## src/design/cpu_ctl_pkg.sv

```systemverilog
// constants, types and encodings for the processor control-pin block
// assumes one 25 MHz system clock standing in for the double-rate clock
//
// Functional notes
// RULE1: an outside master keeps hold request high while it owns the bus
// RULE2: hold request is ignored during reset; reset gives idle bus, not float
// RULE3: hold request is a level sampled on the clock, no synchroniser
// RULE4: in hold grant only the grant pin is driven; all bus pins float
// RULE5: one nmi rising edge during hold grant is kept, served after release
// RULE6: operand request moves operand using stored direction and address
// RULE7: operand request, busy and error are async levels
// RULE8: stack and wait instructions wait until busy is seen negated
// RULE9: no-wait init and clear-exceptions proceed even while busy
// RULE10: busy level at reset fall selects self-test (low) or none (high)
// RULE11: error sampled at each coprocessor instruction; asserted raises vector 16
// RULE12: init, clear, store status/control/env and save never raise vector 16
// RULE13: maskable request gated by enable flag; two ack cycles, latch low byte
// RULE14: source holds maskable request until the first ack cycle begins
// RULE15: nmi goes through fixed vector 2 with no ack cycles
// RULE16: nmi is rising-edge, async; source keeps low 8 then high 8 clocks
// RULE17: after nmi starts, others wait for interrupt return; one edge is kept (code blocks only further nmi; irq_take ignores nmi_block_reg)
// RULE18: reset source holds reset 15 clocks, or 80 when asking self-test
// RULE19: during reset inputs are ignored and pins show the idle levels
// RULE20: reset during hold grant leaves grant and applies idle levels
// RULE21: reset is synchronous; its fall fixes the internal clock phase
// RULE22: async inputs pass a two-stage synchroniser before use
// RULE23: grant stays until hold is sampled negated, then bus is driven again

package cpu_ctl_pkg;

	// ---------------------------------------------------------------
	// synchroniser lanes
	// ---------------------------------------------------------------
	localparam int ASYNC_LANES = 5;
	localparam int LANE_OPREQ  = 0;
	localparam int LANE_BUSY   = 1;
	localparam int LANE_ERROR  = 2;
	localparam int LANE_IRQ    = 3;
	localparam int LANE_NMI    = 4;

	// ---------------------------------------------------------------
	// vectors and timing figures
	// ---------------------------------------------------------------
	localparam logic [7:0] VEC_NMI       = 8'h02;
	localparam logic [7:0] VEC_COPRO_ERR = 8'h10;
	localparam int NMI_MIN_CLOCKS        = 8;
	localparam int RESET_MIN_CLOCKS      = 15;
	localparam int RESET_TEST_CLOCKS     = 80;

	// ---------------------------------------------------------------
	// idle pin levels during reset
	// ---------------------------------------------------------------
	localparam logic       IDLE_ADS_N  = 1'h1;
	localparam logic [3:0] IDLE_BE_N   = 4'h0;
	localparam logic [29:0] IDLE_ADDR  = 30'h3FFFFFFF;
	localparam logic       IDLE_WR     = 1'h0;
	localparam logic       IDLE_DC     = 1'h1;
	localparam logic       IDLE_MIO    = 1'h0;
	localparam logic       IDLE_LOCK_N = 1'h1;

	// bus pin group from the core and to the pins
	typedef struct packed {
		logic        ads_n;
		logic [3:0]  be_n;
		logic [29:0] addr;
		logic        wr;
		logic        dc;
		logic        mio;
		logic        lock_n;
	} bus_ctl_t;

	// coprocessor instruction classes
	typedef enum logic [3:0] {
		CI_STACK        = 4'h0,
		CI_WAIT         = 4'h1,
		CI_INIT_NOWAIT  = 4'h2,
		CI_CLEX_NOWAIT  = 4'h3,
		CI_STORE_STATUS = 4'h4,
		CI_STORE_STS_AC = 4'h5,
		CI_STORE_CTRL   = 4'h6,
		CI_STORE_ENV    = 4'h7,
		CI_SAVE_STATE   = 4'h8,
		CI_OTHER        = 4'h9
	} copro_instr_t;

	typedef enum logic [1:0] {
		CP_IDLE  = 2'b00,
		CP_BUSY  = 2'b01,
		CP_CHECK = 2'b10
	} copro_state_t;

	typedef enum logic [1:0] {
		DSP_IDLE = 2'b00,
		DSP_ACK1 = 2'b01,
		DSP_ACK2 = 2'b10
	} dispatch_state_t;

endpackage : cpu_ctl_pkg

```

## src/design/cpu_hold_maskable_irq_copro_ctl.sv

```systemverilog
// hold arbitration, coprocessor handshake, interrupt inputs and reset pin logic
// assumes the core presents bus values and instruction classes on clk_sys_in
`timescale 1ns/1ns

module cpu_hold_maskable_irq_copro_ctl
	import cpu_ctl_pkg::*;
(
	// clock and system reset
	input  wire logic         clk_sys_in,
	input  wire logic         reset_n_in,
	// device pins, inputs
	input  wire logic         cpu_reset_in,
	input  wire logic         hold_req_in,
	input  wire logic         copro_operand_request_in,
	input  wire logic         copro_busy_n_in,
	input  wire logic         copro_error_n_in,
	input  wire logic         maskable_irq_in,
	input  wire logic         nmi_in,
	input  wire logic [7:0]   data_low_in,
	// device pins, outputs
	output logic              bus_hold_grant_out,
	output bus_ctl_t          bus_pins_out,
	output logic              bus_oe_n_out,
	output logic [31:0]       data_pins_out,
	output logic              data_oe_n_out,
	// core side, bus
	input  wire bus_ctl_t     core_bus_in,
	input  wire logic [31:0]  core_data_in,
	input  wire logic         core_data_drive_in,
	input  wire logic         core_bus_idle_in,
	// core side, coprocessor
	input  wire logic         copro_instr_valid_in,
	input  wire copro_instr_t copro_instr_kind_in,
	input  wire logic         copro_dir_in,
	input  wire logic [29:0]  copro_addr_in,
	output logic              copro_go_out,
	output logic              copro_exc_out,
	output logic              copro_xfer_req_out,
	output logic              copro_xfer_dir_out,
	output logic [29:0]       copro_xfer_addr_out,
	// core side, interrupts
	input  wire logic         irq_enable_flag_in,
	input  wire logic         interrupt_return_instr_in,
	input  wire logic         inta_cycle_done_in,
	output logic              inta_cycle_out,
	output logic              inta_second_out,
	output logic              vector_valid_out,
	output logic [7:0]        vector_out,
	// core side, reset results
	output logic              selftest_req_out,
	output logic              proc_phase_out
);

	// ---------------------------------------------------------------
	// synchronisers and sampled synchronous pins
	// ---------------------------------------------------------------
	logic [ASYNC_LANES-1:0] async_raw;
	logic [ASYNC_LANES-1:0] sync1_reg;
	logic [ASYNC_LANES-1:0] sync2_reg;
	logic                   reset_q_reg;
	logic                   hold_q_reg;
	logic                   nmi_prev_reg;

	assign async_raw = {nmi_in, maskable_irq_in, !copro_error_n_in,
		!copro_busy_n_in, copro_operand_request_in};

	// two flops per async lane
	generate
		for (genvar i = 0; i < ASYNC_LANES; i++)
		begin : g_sync
			always_ff @(posedge clk_sys_in or negedge reset_n_in)
			begin
				if (!reset_n_in)
				begin
					sync1_reg[i] <= 1'b0;
					sync2_reg[i] <= 1'b0;
				end
				else
				begin
					sync1_reg[i] <= async_raw[i]; // RULE22 RULE7
					sync2_reg[i] <= sync1_reg[i];
				end
			end
		end
	endgenerate

	// synchronous pins sampled once
	always_ff @(posedge clk_sys_in or negedge reset_n_in)
	begin
		if (!reset_n_in)
		begin
			reset_q_reg  <= 1'b1;
			hold_q_reg   <= 1'b0;
			nmi_prev_reg <= 1'b0;
		end
		else
		begin
			reset_q_reg  <= cpu_reset_in; // RULE21
			hold_q_reg   <= hold_req_in; // RULE3
			nmi_prev_reg <= sync2_reg[LANE_NMI];
		end
	end

	logic busy_s;
	logic error_s;
	logic nmi_edge;
	assign busy_s   = sync2_reg[LANE_BUSY];
	assign error_s  = sync2_reg[LANE_ERROR];
	assign nmi_edge = sync2_reg[LANE_NMI] && !nmi_prev_reg; // RULE16

	// exempt from the error exception
	function automatic logic err_exempt(input copro_instr_t k);
		err_exempt = (k == CI_INIT_NOWAIT) || (k == CI_CLEX_NOWAIT) ||
			(k == CI_STORE_STATUS) || (k == CI_STORE_STS_AC) ||
			(k == CI_STORE_CTRL) || (k == CI_STORE_ENV) || (k == CI_SAVE_STATE);
	endfunction : err_exempt

	// ---------------------------------------------------------------
	// reset phase and self-test strap
	// ---------------------------------------------------------------
	always_ff @(posedge clk_sys_in or negedge reset_n_in)
	begin
		if (!reset_n_in)
		begin
			proc_phase_out   <= 1'b0;
			selftest_req_out <= 1'b0;
		end
		else
		begin
			proc_phase_out <= reset_q_reg ? 1'b0 : !proc_phase_out; // RULE21
			if (reset_q_reg && !cpu_reset_in)
				selftest_req_out <= busy_s; // RULE10
		end
	end

	// ---------------------------------------------------------------
	// hold arbitration
	// ---------------------------------------------------------------
	always_ff @(posedge clk_sys_in or negedge reset_n_in)
	begin
		if (!reset_n_in)
			bus_hold_grant_out <= 1'b0;
		else if (reset_q_reg)
			bus_hold_grant_out <= 1'b0; // RULE2 RULE20
		else if (!hold_q_reg)
			bus_hold_grant_out <= 1'b0; // RULE23
		else if (core_bus_idle_in)
			bus_hold_grant_out <= 1'b1;
	end

	// bus pins: idle in reset, float in grant, else core values
	always_ff @(posedge clk_sys_in or negedge reset_n_in)
	begin
		if (!reset_n_in)
		begin
			bus_pins_out  <= {IDLE_ADS_N, IDLE_BE_N, IDLE_ADDR, IDLE_WR, IDLE_DC,
				IDLE_MIO, IDLE_LOCK_N};
			bus_oe_n_out  <= 1'b0;
			data_pins_out <= 32'h00000000;
			data_oe_n_out <= 1'b1;
		end
		else if (reset_q_reg)
		begin
			bus_pins_out  <= {IDLE_ADS_N, IDLE_BE_N, IDLE_ADDR, IDLE_WR, IDLE_DC,
				IDLE_MIO, IDLE_LOCK_N}; // RULE19
			bus_oe_n_out  <= 1'b0;
			data_oe_n_out <= 1'b1;
		end
		else if (bus_hold_grant_out)
		begin
			bus_oe_n_out  <= 1'b1; // RULE4
			data_oe_n_out <= 1'b1;
		end
		else
		begin
			bus_pins_out  <= core_bus_in;
			bus_oe_n_out  <= 1'b0;
			data_pins_out <= core_data_in;
			data_oe_n_out <= !core_data_drive_in;
		end
	end

	// ---------------------------------------------------------------
	// coprocessor handshake
	// ---------------------------------------------------------------
	copro_state_t cp_state_reg;
	copro_instr_t cp_kind_reg;

	always_ff @(posedge clk_sys_in or negedge reset_n_in)
	begin
		if (!reset_n_in)
		begin
			cp_state_reg  <= CP_IDLE;
			cp_kind_reg   <= CI_OTHER;
			copro_go_out  <= 1'b0;
			copro_exc_out <= 1'b0;
		end
		else
		begin
			copro_go_out  <= 1'b0;
			copro_exc_out <= 1'b0;
			if (reset_q_reg)
				cp_state_reg <= CP_IDLE;
			else
			begin
				case (cp_state_reg)
					CP_IDLE:
						if (copro_instr_valid_in)
						begin
							cp_kind_reg <= copro_instr_kind_in;
							if (copro_instr_kind_in == CI_STACK ||
								copro_instr_kind_in == CI_WAIT)
								cp_state_reg <= CP_BUSY; // RULE8
							else
								cp_state_reg <= CP_CHECK; // RULE9
						end
					CP_BUSY:
						if (!busy_s)
							cp_state_reg <= CP_CHECK; // RULE8
					CP_CHECK:
					begin
						cp_state_reg <= CP_IDLE;
						if (error_s && !err_exempt(cp_kind_reg))
							copro_exc_out <= 1'b1; // RULE11
						else
							copro_go_out <= 1'b1; // RULE12
					end
					default:
						cp_state_reg <= CP_IDLE;
				endcase
			end
		end
	end

	// operand transfer request with stored direction and address
	always_ff @(posedge clk_sys_in or negedge reset_n_in)
	begin
		if (!reset_n_in)
		begin
			copro_xfer_req_out  <= 1'b0;
			copro_xfer_dir_out  <= 1'b0;
			copro_xfer_addr_out <= 30'h00000000;
		end
		else
		begin
			if (cp_state_reg == CP_IDLE && copro_instr_valid_in && !reset_q_reg)
			begin
				copro_xfer_dir_out  <= copro_dir_in; // RULE6
				copro_xfer_addr_out <= copro_addr_in;
			end
			copro_xfer_req_out <= sync2_reg[LANE_OPREQ] && !reset_q_reg &&
				!bus_hold_grant_out; // RULE6
		end
	end

	// ---------------------------------------------------------------
	// interrupt dispatch
	// ---------------------------------------------------------------
	dispatch_state_t dsp_state_reg;
	logic            nmi_pend_reg;
	logic            nmi_block_reg;
	logic            nmi_take;
	logic            irq_take;

	assign nmi_take = (dsp_state_reg == DSP_IDLE) && nmi_pend_reg && !nmi_block_reg &&
		!bus_hold_grant_out && !reset_q_reg && !copro_exc_out; // RULE5 RULE17
	assign irq_take = (dsp_state_reg == DSP_IDLE) && !nmi_take && !reset_q_reg &&
		!copro_exc_out && sync2_reg[LANE_IRQ] && irq_enable_flag_in &&
		!bus_hold_grant_out; // RULE13

	// one remembered edge, set wins over clear
	always_ff @(posedge clk_sys_in or negedge reset_n_in)
	begin
		if (!reset_n_in)
		begin
			nmi_pend_reg  <= 1'b0;
			nmi_block_reg <= 1'b0;
		end
		else if (reset_q_reg)
		begin
			nmi_pend_reg  <= 1'b0; // RULE19
			nmi_block_reg <= 1'b0;
		end
		else
		begin
			if (nmi_edge)
				nmi_pend_reg <= 1'b1; // RULE5 RULE17
			else if (nmi_take)
				nmi_pend_reg <= 1'b0;
			if (nmi_take)
				nmi_block_reg <= 1'b1; // RULE17
			else if (interrupt_return_instr_in)
				nmi_block_reg <= 1'b0;
		end
	end

	always_ff @(posedge clk_sys_in or negedge reset_n_in)
	begin
		if (!reset_n_in)
		begin
			dsp_state_reg    <= DSP_IDLE;
			vector_valid_out <= 1'b0;
			vector_out       <= 8'h00;
		end
		else
		begin
			vector_valid_out <= 1'b0;
			if (reset_q_reg)
				dsp_state_reg <= DSP_IDLE;
			else if (copro_exc_out)
			begin
				vector_valid_out <= 1'b1; // RULE11
				vector_out       <= VEC_COPRO_ERR;
			end
			else
			begin
				case (dsp_state_reg)
					DSP_IDLE:
						if (nmi_take)
						begin
							vector_valid_out <= 1'b1; // RULE15
							vector_out       <= VEC_NMI;
						end
						else if (irq_take)
							dsp_state_reg <= DSP_ACK1; // RULE13
					DSP_ACK1:
						if (inta_cycle_done_in)
							dsp_state_reg <= DSP_ACK2;
					DSP_ACK2:
						if (inta_cycle_done_in)
						begin
							dsp_state_reg    <= DSP_IDLE;
							vector_valid_out <= 1'b1;
							vector_out       <= data_low_in; // RULE13
						end
					default:
						dsp_state_reg <= DSP_IDLE;
				endcase
			end
		end
	end

	// ack cycle indicators from the dispatch state
	always_ff @(posedge clk_sys_in or negedge reset_n_in)
	begin
		if (!reset_n_in)
		begin
			inta_cycle_out  <= 1'b0;
			inta_second_out <= 1'b0;
		end
		else
		begin
			inta_cycle_out  <= !reset_q_reg && (irq_take ||
				(dsp_state_reg != DSP_IDLE && !(dsp_state_reg == DSP_ACK2 &&
				inta_cycle_done_in)));
			inta_second_out <= !reset_q_reg && ((dsp_state_reg == DSP_ACK1 &&
				inta_cycle_done_in) || (dsp_state_reg == DSP_ACK2 &&
				!inta_cycle_done_in));
		end
	end

	// ---------------------------------------------------------------
	// checks
	// ---------------------------------------------------------------
	property p_reset_no_grant;
		@(posedge clk_sys_in) disable iff (!reset_n_in)
		reset_q_reg |=> !bus_hold_grant_out;
	endproperty
	a_reset_no_grant: assert property (p_reset_no_grant) // RULE2
		else $error("grant seen after reset");

	property p_idle_pins;
		@(posedge clk_sys_in) disable iff (!reset_n_in)
		reset_q_reg |=> (!bus_oe_n_out && data_oe_n_out && bus_pins_out.ads_n &&
			bus_pins_out.be_n == IDLE_BE_N && bus_pins_out.addr == IDLE_ADDR &&
			!bus_pins_out.wr && bus_pins_out.dc && !bus_pins_out.mio);
	endproperty
	a_idle_pins: assert property (p_idle_pins) // RULE19
		else $error("reset idle levels wrong");

	property p_hold_float;
		@(posedge clk_sys_in) disable iff (!reset_n_in)
		bus_hold_grant_out && hold_q_reg && !reset_q_reg |=> bus_oe_n_out && data_oe_n_out;
	endproperty
	a_hold_float: assert property (p_hold_float) // RULE4
		else $error("bus driven during grant");

	property p_grant_release;
		@(posedge clk_sys_in) disable iff (!reset_n_in)
		bus_hold_grant_out && !hold_q_reg |=> !bus_hold_grant_out ##1 !bus_oe_n_out;
	endproperty
	a_grant_release: assert property (p_grant_release) // RULE23
		else $error("grant not released");

	property p_nmi_no_ack;
		@(posedge clk_sys_in) disable iff (!reset_n_in)
		nmi_take |=> vector_valid_out && vector_out == VEC_NMI && !inta_cycle_out;
	endproperty
	a_nmi_no_ack: assert property (p_nmi_no_ack) // RULE15
		else $error("nmi vector wrong");

	property p_nmi_blocked;
		@(posedge clk_sys_in) disable iff (!reset_n_in)
		nmi_block_reg && !interrupt_return_instr_in |=> !nmi_take;
	endproperty
	a_nmi_blocked: assert property (p_nmi_blocked) // RULE17
		else $error("nmi nested before return");

	property p_busy_wait;
		@(posedge clk_sys_in) disable iff (!reset_n_in)
		cp_state_reg == CP_BUSY && busy_s && !reset_q_reg |=> cp_state_reg == CP_BUSY
			##1 !copro_go_out;
	endproperty
	a_busy_wait: assert property (p_busy_wait) // RULE8
		else $error("proceeded while busy");

	property p_init_nowait;
		@(posedge clk_sys_in) disable iff (!reset_n_in)
		cp_state_reg == CP_IDLE && copro_instr_valid_in && !reset_q_reg &&
			copro_instr_kind_in == CI_INIT_NOWAIT ##1 !reset_q_reg |=> copro_go_out;
	endproperty
	a_init_nowait: assert property (p_init_nowait) // RULE9
		else $error("no-wait init stalled");

	property p_err_exc;
		@(posedge clk_sys_in) disable iff (!reset_n_in)
		cp_state_reg == CP_CHECK && !reset_q_reg && error_s && cp_kind_reg == CI_STACK
			|=> copro_exc_out ##1 vector_valid_out && vector_out == VEC_COPRO_ERR;
	endproperty
	a_err_exc: assert property (p_err_exc) // RULE11
		else $error("error exception missing");

	property p_irq_masked;
		@(posedge clk_sys_in) disable iff (!reset_n_in)
		dsp_state_reg == DSP_IDLE && !irq_enable_flag_in && !copro_exc_out |=>
			dsp_state_reg == DSP_IDLE;
	endproperty
	a_irq_masked: assert property (p_irq_masked) // RULE13
		else $error("masked request dispatched");

	property p_selftest;
		@(posedge clk_sys_in) disable iff (!reset_n_in)
		reset_q_reg && !cpu_reset_in |=> selftest_req_out == $past(busy_s);
	endproperty
	a_selftest: assert property (p_selftest) // RULE10
		else $error("self-test strap wrong");

endmodule : cpu_hold_maskable_irq_copro_ctl

```

## config.mk

```make
export PLATFORM = sky130hd
export DESIGN_NAME = cpu_hold_maskable_irq_copro_ctl
export DESIGN_NICKNAME = d
export VERILOG_FILES = /design/src/design/cpu_ctl_pkg.sv /design/src/design/cpu_hold_maskable_irq_copro_ctl.sv
export SDC_FILE = /design/constraint.sdc
export NUM_CORES = 1
export LEC_CHECK = 0
export BUFFER_PORTS_ARGS = -buffer_cell sky130_fd_sc_hd__buf_2
export CAP_MARGIN = 40
export CORE_MARGIN = 1.5
export CORE_UTILIZATION = 50
export DETAILED_ROUTE_END_ITERATION = 7
export PLACE_DENSITY = 0.89
export SETUP_SLACK_MARGIN = 0.02
export SKIP_LAST_GASP = 1
export SLEW_MARGIN = 20
export SYNTH_ARGS = -nofsm -noshare
export SYNTH_HDL_FRONTEND = slang
export SYNTH_SLANG_ARGS = --single-unit
```

## constraint.sdc

```tcl
create_clock -name clk_sys_in -period 3.3 [get_ports clk_sys_in]
set_input_delay 0.495 -clock clk_sys_in [delete_from_list [all_inputs] [get_ports clk_sys_in]]
set_output_delay 0.495 -clock clk_sys_in [all_outputs]
set_load 0.01 [all_outputs]
```

==> flow_metrics.tcl, run 1 <==
set metrics [dict create \
    syn_inst 378 \
    synth_cell_types 38 \
    clk_latency_ps 510 \
    finalCritPeriodShare 0.6916 \
    antenna_cells 0 \
    dr_wl_met3_um 819 \
    cts_root_buf "clkbuf_8" \
    drt_wl_total_um 12670 \
    die_h_um 107.9 \
    viasPerCell 5.089 \
    die_w_um 107.9 \
    yosysTopAreaCellShare 0.4866 \
    worst_slew_pin_slew_ps 766.3 \
    post-route-worst-setup-slack_ps 1018 \
    crit_chain "buf_4, buf_2" \
    h-tree-depth 4 \
    syn-cell-area_um2 5503 \
    track_usage 0.2213 \
    yosysWarnings 0 \
    cts_tree "done" \
    max_stage_delay_ps 590 \
    die_area_um2 11640 \
    fin_area_um2 7518 \
    met2_length_um 6570 \
    dp_slack_ps 1117 \
    finalWeightedCongestion 0.7723 \
    hold_viol 0 \
    grt_pass1_wl_um 19690 \
    p_int_mw 3.426 \
    core_area_um2 10790 \
    clk_pin_slew_ps 60 \
    core.rowCount 38 \
    yosys.area_share.simple 0.08390 \
    post_drt_wl_per_cell_um 16.12 \
    antenna_found_initial 0 \
    syn_nets 507 \
    overflow 0 \
    worstSetupEndpointType "output pin" \
    leakagePower_nw 3.673 \
    setup_violations 0 \
    cp_max_fo 77 \
    post-cts-setup-buffers 0 \
    regMostFlops "bus_pins_out" \
    ys_top_cells_by_area "dfrtp_1 49%, dfstp_2 18%, mux2_1 7.2%" \
    drt-met1-wl_um 4954 \
    synth-compound-area-share 0.08186 \
    hp-class "in2reg" \
    cp_slowest_cell "buf_4" \
    top_layer_used "met4" \
    p_sw_frac 0.2616 \
    clock_path_buffers 2 \
    synth_mux_area_frac 0.1501 \
    status "finished clean" \
    p_per_area_nw_per_um2 617.2 \
    pin_count 250 \
    final_cell_mix "248 x buf_2, 106 x dfrtp_1, 37 x dfstp_2" \
    drv_cap 0 \
    path_buf_inv 2 \
    synth_flop_cell "dfrtp_1" \
    largest_register_ff_count 39 \
    fin_nets 762 \
    critPathLaunchType "flop" \
    synthAdderAreaFrac 0 \
    relSlewSlack 0.4891 \
    p_seq_frac 0.453 \
    area_growth_syn_to_layout_pct 36.63 \
    synth_top_area_cell "dfrtp_1" \
    antenna_left 0 \
    vdd_ir_drop_max_v 0.0003922 \
    drtPass1Iterations 4 \
    p_comb_frac 0.144 \
    drc 0 \
    p_total_mw 4.640 \
    synth_top_family_by_area "multiplexers" \
    finalSetupTns_ps 0 \
    numCtsBuffers 17 \
    ys_ff_latch 144 \
    crit_arrival_ps 1790 \
    critPathKind "reg2out" \
    slew_violations 0 \
    cts_num_sinks 144 \
    layout_commonest_cell "buf_2" \
    placed_area_um2 6915 \
    fmax_ghz 0.4381 \
    portBuffers 249 \
    grt_max_degree 78 \
    timing.hold.ws_ps 89.24 \
    final_layout_size_suffix_gt1_frac 0.5650 \
    synth_edf_count 0 \
    synth-xor-area-share 0 \
    worst_ep_required_time_ps 2800 \
    dr.first_iter.drc_count 196 \
    synth_area_per_cell_um2 14.56 \
    start_util 0.5099 \
    rsz0062_at_grt "no" \
    final.setup_skew_ps 5.374 \
    grt_pass1_vias 4088 \
    vias 4000 \
    ys_seq_area_frac 0.6633 \
    min_period_ps 2282 \
    async_flop_share 1.000 \
    path_delay_family "buffers and inverters" \
    largestRegisters "bus_pins_out: 39 flops, data_pins_out: 32 flops, copro_xfer_addr_out: 30 flops" \
    cts_resized 0 \
    clockPowerShare 0.403 \
    place_hpwl_um 9021 \
    p_sw_mw 1.214 \
]
[power groups by stage]
stage	sequential, mW	clock [mW]	combinational (mW)
after floorplan	2.20	0	0.238
after global placement	2.11	0	0.644
after detailed placement	2.13	0	0.675
after CTS	2.10	1.91	0.679
after global routing	2.12	1.99	0.734
final	2.10	1.87	0.670
[layout make-up]
class / instances / area (µm²)
clock buffers: 17 / 414.1
multi-input cells: 205 / 1738
inverters: 7 / 26.28
well taps: 140 / 175.2
clock inverters: 15 / 173.9
repair buffers: 258 / 1340
flip-flops and latches: 144 / 3651
fillers: 757 / 3274
[synth_stat cells, types with 2 or more instances]
library cell	count
mux2_1	35
buf_2	5
clkbuf_1	10
mux2_2	33
a21oi_1	6
nor2_1	15
nor2b_1	35
mux2i_1	6
inv_1	6
a211o_1	33
nand3b_1	3
buf_1	7
a22o_1	7
nand2_1	3
dfrtp_1	107
dfstp_2	37
or4_1	3
nor4_1	2
a22oi_1	2
nand2b_1	5
[metal layers]
layer | GRT usage | vias up
met5 | 0 | -
met4 | 0.09305 | 0
met2 | 0.3849 | 164
li1 | - | 1849
met3 | 0.07022 | 32
met1 | 0.2523 | 1955
[path summary, 6_finish.rpt]
path	startpoint	to	slack [ps]	cells past startpoint
max in group asynchronous	reset_n_in	copro_xfer_addr_out[2]	1830	4
min in group asynchronous	reset_n_in	vector_valid_out	470	2
max	bus_hold_grant_out	bus_hold_grant_out	1020	2
min reg2reg	sync1_reg[0]	sync2_reg[0]	350	0
min	copro_operand_request_in	sync1_reg[0]	90	1
max reg2reg	reset_q_reg	vector_out[3]	1100	5
[repair_timing]
item,in CTS,in global routing
hold buffers,1,0
hold endpoints to repair,9,0
setup endpoints to repair,0,0
[cells by family after synthesis]
family,Yosys count
compound gates,56
buf+inv,29
flops,144
mux,74
simple gates,75
[stage by stage]
step	utilization	instances
final	0.6966	786
after CTS	0.6962	785
after global placement	0.6382	751
after floorplan	-	378
after global routing	0.6966	786
after detailed placement	0.6407	752
(Power assumes the default switching activity.)
==> inputs of run 2 (changes only) <==
--- a/config.mk
+++ b/config.mk
@@ -8,9 +8,9 @@
 export BUFFER_PORTS_ARGS = -buffer_cell sky130_fd_sc_hd__buf_2
 export CAP_MARGIN = 40
 export CORE_MARGIN = 1.5
-export CORE_UTILIZATION = 50
+export CORE_UTILIZATION = 47
 export DETAILED_ROUTE_END_ITERATION = 7
-export PLACE_DENSITY = 0.89
+export PLACE_DENSITY = 0.85
 export SETUP_SLACK_MARGIN = 0.02
 export SKIP_LAST_GASP = 1
 export SLEW_MARGIN = 20
==> constraint.sdc (replaced) <==
create_clock -name clk_sys_in -period 2.3 [get_ports clk_sys_in]
set_input_delay 0.345 -clock clk_sys_in [delete_from_list [all_inputs] [get_ports clk_sys_in]]
set_output_delay 0.345 -clock clk_sys_in [all_outputs]
set_load 0.01 [all_outputs]
==> run 2 against run 1 <==
Against the previous run:
- power increased by 47%
- global-route usage down 0.95 points
- critical path depth grew 1
- first-iteration DRC count decreased by 28%
- via count fell by 0.60%
- final cell count rose by 0.76%
- critical path type unchanged
- final area rose by 0.60%
- clock power rose by 51%
==> flow_metrics.tcl, run 2 (synthesis gave the netlist of run 1 again) <==
set metrics [dict create \
    final_cell_mix "248 x buf_2, 106 x dfrtp_1, 37 x dfstp_2" \
    drt_wl_total_um 12510 \
    slew_violations 0 \
    finalSetupTns_ps 0 \
    critPathLaunchType "flop" \
    cts_root_buf "clkbuf_16" \
    cp_slowest_cell "dfrtp_2" \
    drc 0 \
    cts_num_sinks 144 \
    crit_chain "buf_6, buf_4, buf_2" \
    antenna_left 0 \
    grt_pass1_wl_um 20660 \
    hp-class "in2reg" \
    ff2ff_setup_slack_ps 560 \
    final.setup_skew_ps 12.99 \
    dp_cells 758 \
    worst_ep_required_time_ps 1960 \
    crit_arrival_ps 1710 \
    pin_count 250 \
    clk_pin_slew_ps 60 \
    p_per_area_nw_per_um2 898.8 \
    grt_max_degree 52 \
    vdd_ir_drop_max_v 0.0005604 \
    status "finished clean" \
    h-tree-depth 4 \
    viasPerCell 5.020 \
    finalWeightedCongestion 0.7403 \
    final_cells 792 \
    die_area_um2 12370 \
    start_util 0.4819 \
    rsz0062_at_grt "no" \
    numCtsBuffers 17 \
    worstSetupEndpointType "output pin" \
    min_period_ps 2053 \
    die_w_um 111.2 \
    cts_tree "done" \
    largest_register_ff_count 39 \
    relSlewSlack 0.6943 \
    path_delay_family "buffers and inverters" \
    drv_cap 0 \
    max_stage_delay_ps 390 \
    final_layout_size_suffix_gt1_frac 0.5617 \
    area_growth_syn_to_layout_pct 37.45 \
    vias 3976 \
    path_buf_inv 3 \
    final.fill_count 834 \
    antenna_found_initial 3 \
    fmax_ghz 0.4870 \
    core.rowCount 39 \
    overflow 0 \
    clk_latency_ps 410 \
    place_hpwl_um 9040 \
    placed_area_um2 6934 \
    core_area_um2 11420 \
    finalCritPeriodShare 0.8928 \
    cp_max_fo 44 \
    post_drt_wl_per_cell_um 15.79 \
    fin_area_um2 7564 \
    setup_violations 0 \
    fin_nets 764 \
    portBuffers 249 \
    leakagePower_nw 3.698 \
    largestRegisters "bus_pins_out: 39 flops, data_pins_out: 32 flops, copro_xfer_addr_out: 30 flops" \
    die_h_um 111.2 \
    critPathKind "reg2out" \
    grt_pass1_vias 4288 \
    dr.first_iter.drc_count 142 \
    clock_path_buffers 2 \
    drtPass1Iterations 4 \
    worst_slew_pin_slew_ps 458.5 \
    track_usage 0.2118 \
    utilization 0.6624 \
    hold_viol 0 \
    layout_commonest_cell "buf_2" \
    regMostFlops "bus_pins_out" \
]
## run 2: changes by cell type in the layout (fill, tap and decap cells not counted), sizes merged
cell,previous run,this run
inv,14,7
buf,256,259
clkbuf,18,21
bufinv,2,4
clkinv,5,7
clkinvlp,1,0
diode,0,1
## run 2: per-stage QoR
stage | hold slack [ps] | power, mW | worst slack (ps)
floorplan | 49.41 | 3.503 | 562.4
global placement | 296.6 | 3.962 | 620.7
detailed placement | 305.9 | 4.022 | 573.7
CTS | 23.41 | 6.867 | 127.6
global route | 23.90 | 7.090 | 143.0
finish | 38.72 | 6.798 | 246.6
## run 2: layout make-up
cell class                 instances  area (µm²)  area share
multi-input combinational        205        1738      0.2298
inverter                           7       26.28    0.003474
tap                              143       178.9     0.02366
sequential                       144        3651      0.4827
clock buffer                      21       450.4     0.05955
timing repair buffer             260        1354      0.1790
antenna                            1       2.502   0.0003309
clock inverter                    11       162.7     0.02151
## run 2: what timing repair did
item,CTS,global route
buffers inserted,0,0
endpoints found under the hold margin,31,0
hold buffers,1,0
resized for setup,0,1
endpoints found under the setup margin,0,1
## run 2: per-layer routing
| metal | vias to the layer above | GRT usage | wire (µm) |
|---|---|---|---|
| met1 | 1942 | 0.2505 | 4916 |
| met4 | 4 | 0.09030 | 253 |
| met2 | 158 | 0.3505 | 6364 |
| li1 | 1846 | - | - |
| met5 | - | 0 | 23 |
| met3 | 26 | 0.07545 | 952 |
## run 2: power by group
group	total, mW	switching (mW)	leakage [nW]	internal [mW]
clock	2.82	0.986	0.305	1.84
sequential	3.01	0.153	1.69	2.86
combinational	0.964	0.483	1.71	0.481
## run 2: path summary, 6_finish.rpt
path                                    start                  to  cells after the start
setup / recovery           bus_hold_grant_out  bus_hold_grant_out                      3
hold / removal                maskable_irq_in        sync1_reg[3]                      1
setup reg to reg                  reset_q_reg       vector_out[4]                      4
hold reg to reg                  sync1_reg[0]        sync2_reg[0]                      0
max in group asynchronous          reset_n_in     bus_pins_out[4]                      3
min in group asynchronous          reset_n_in       vector_out[6]                      2
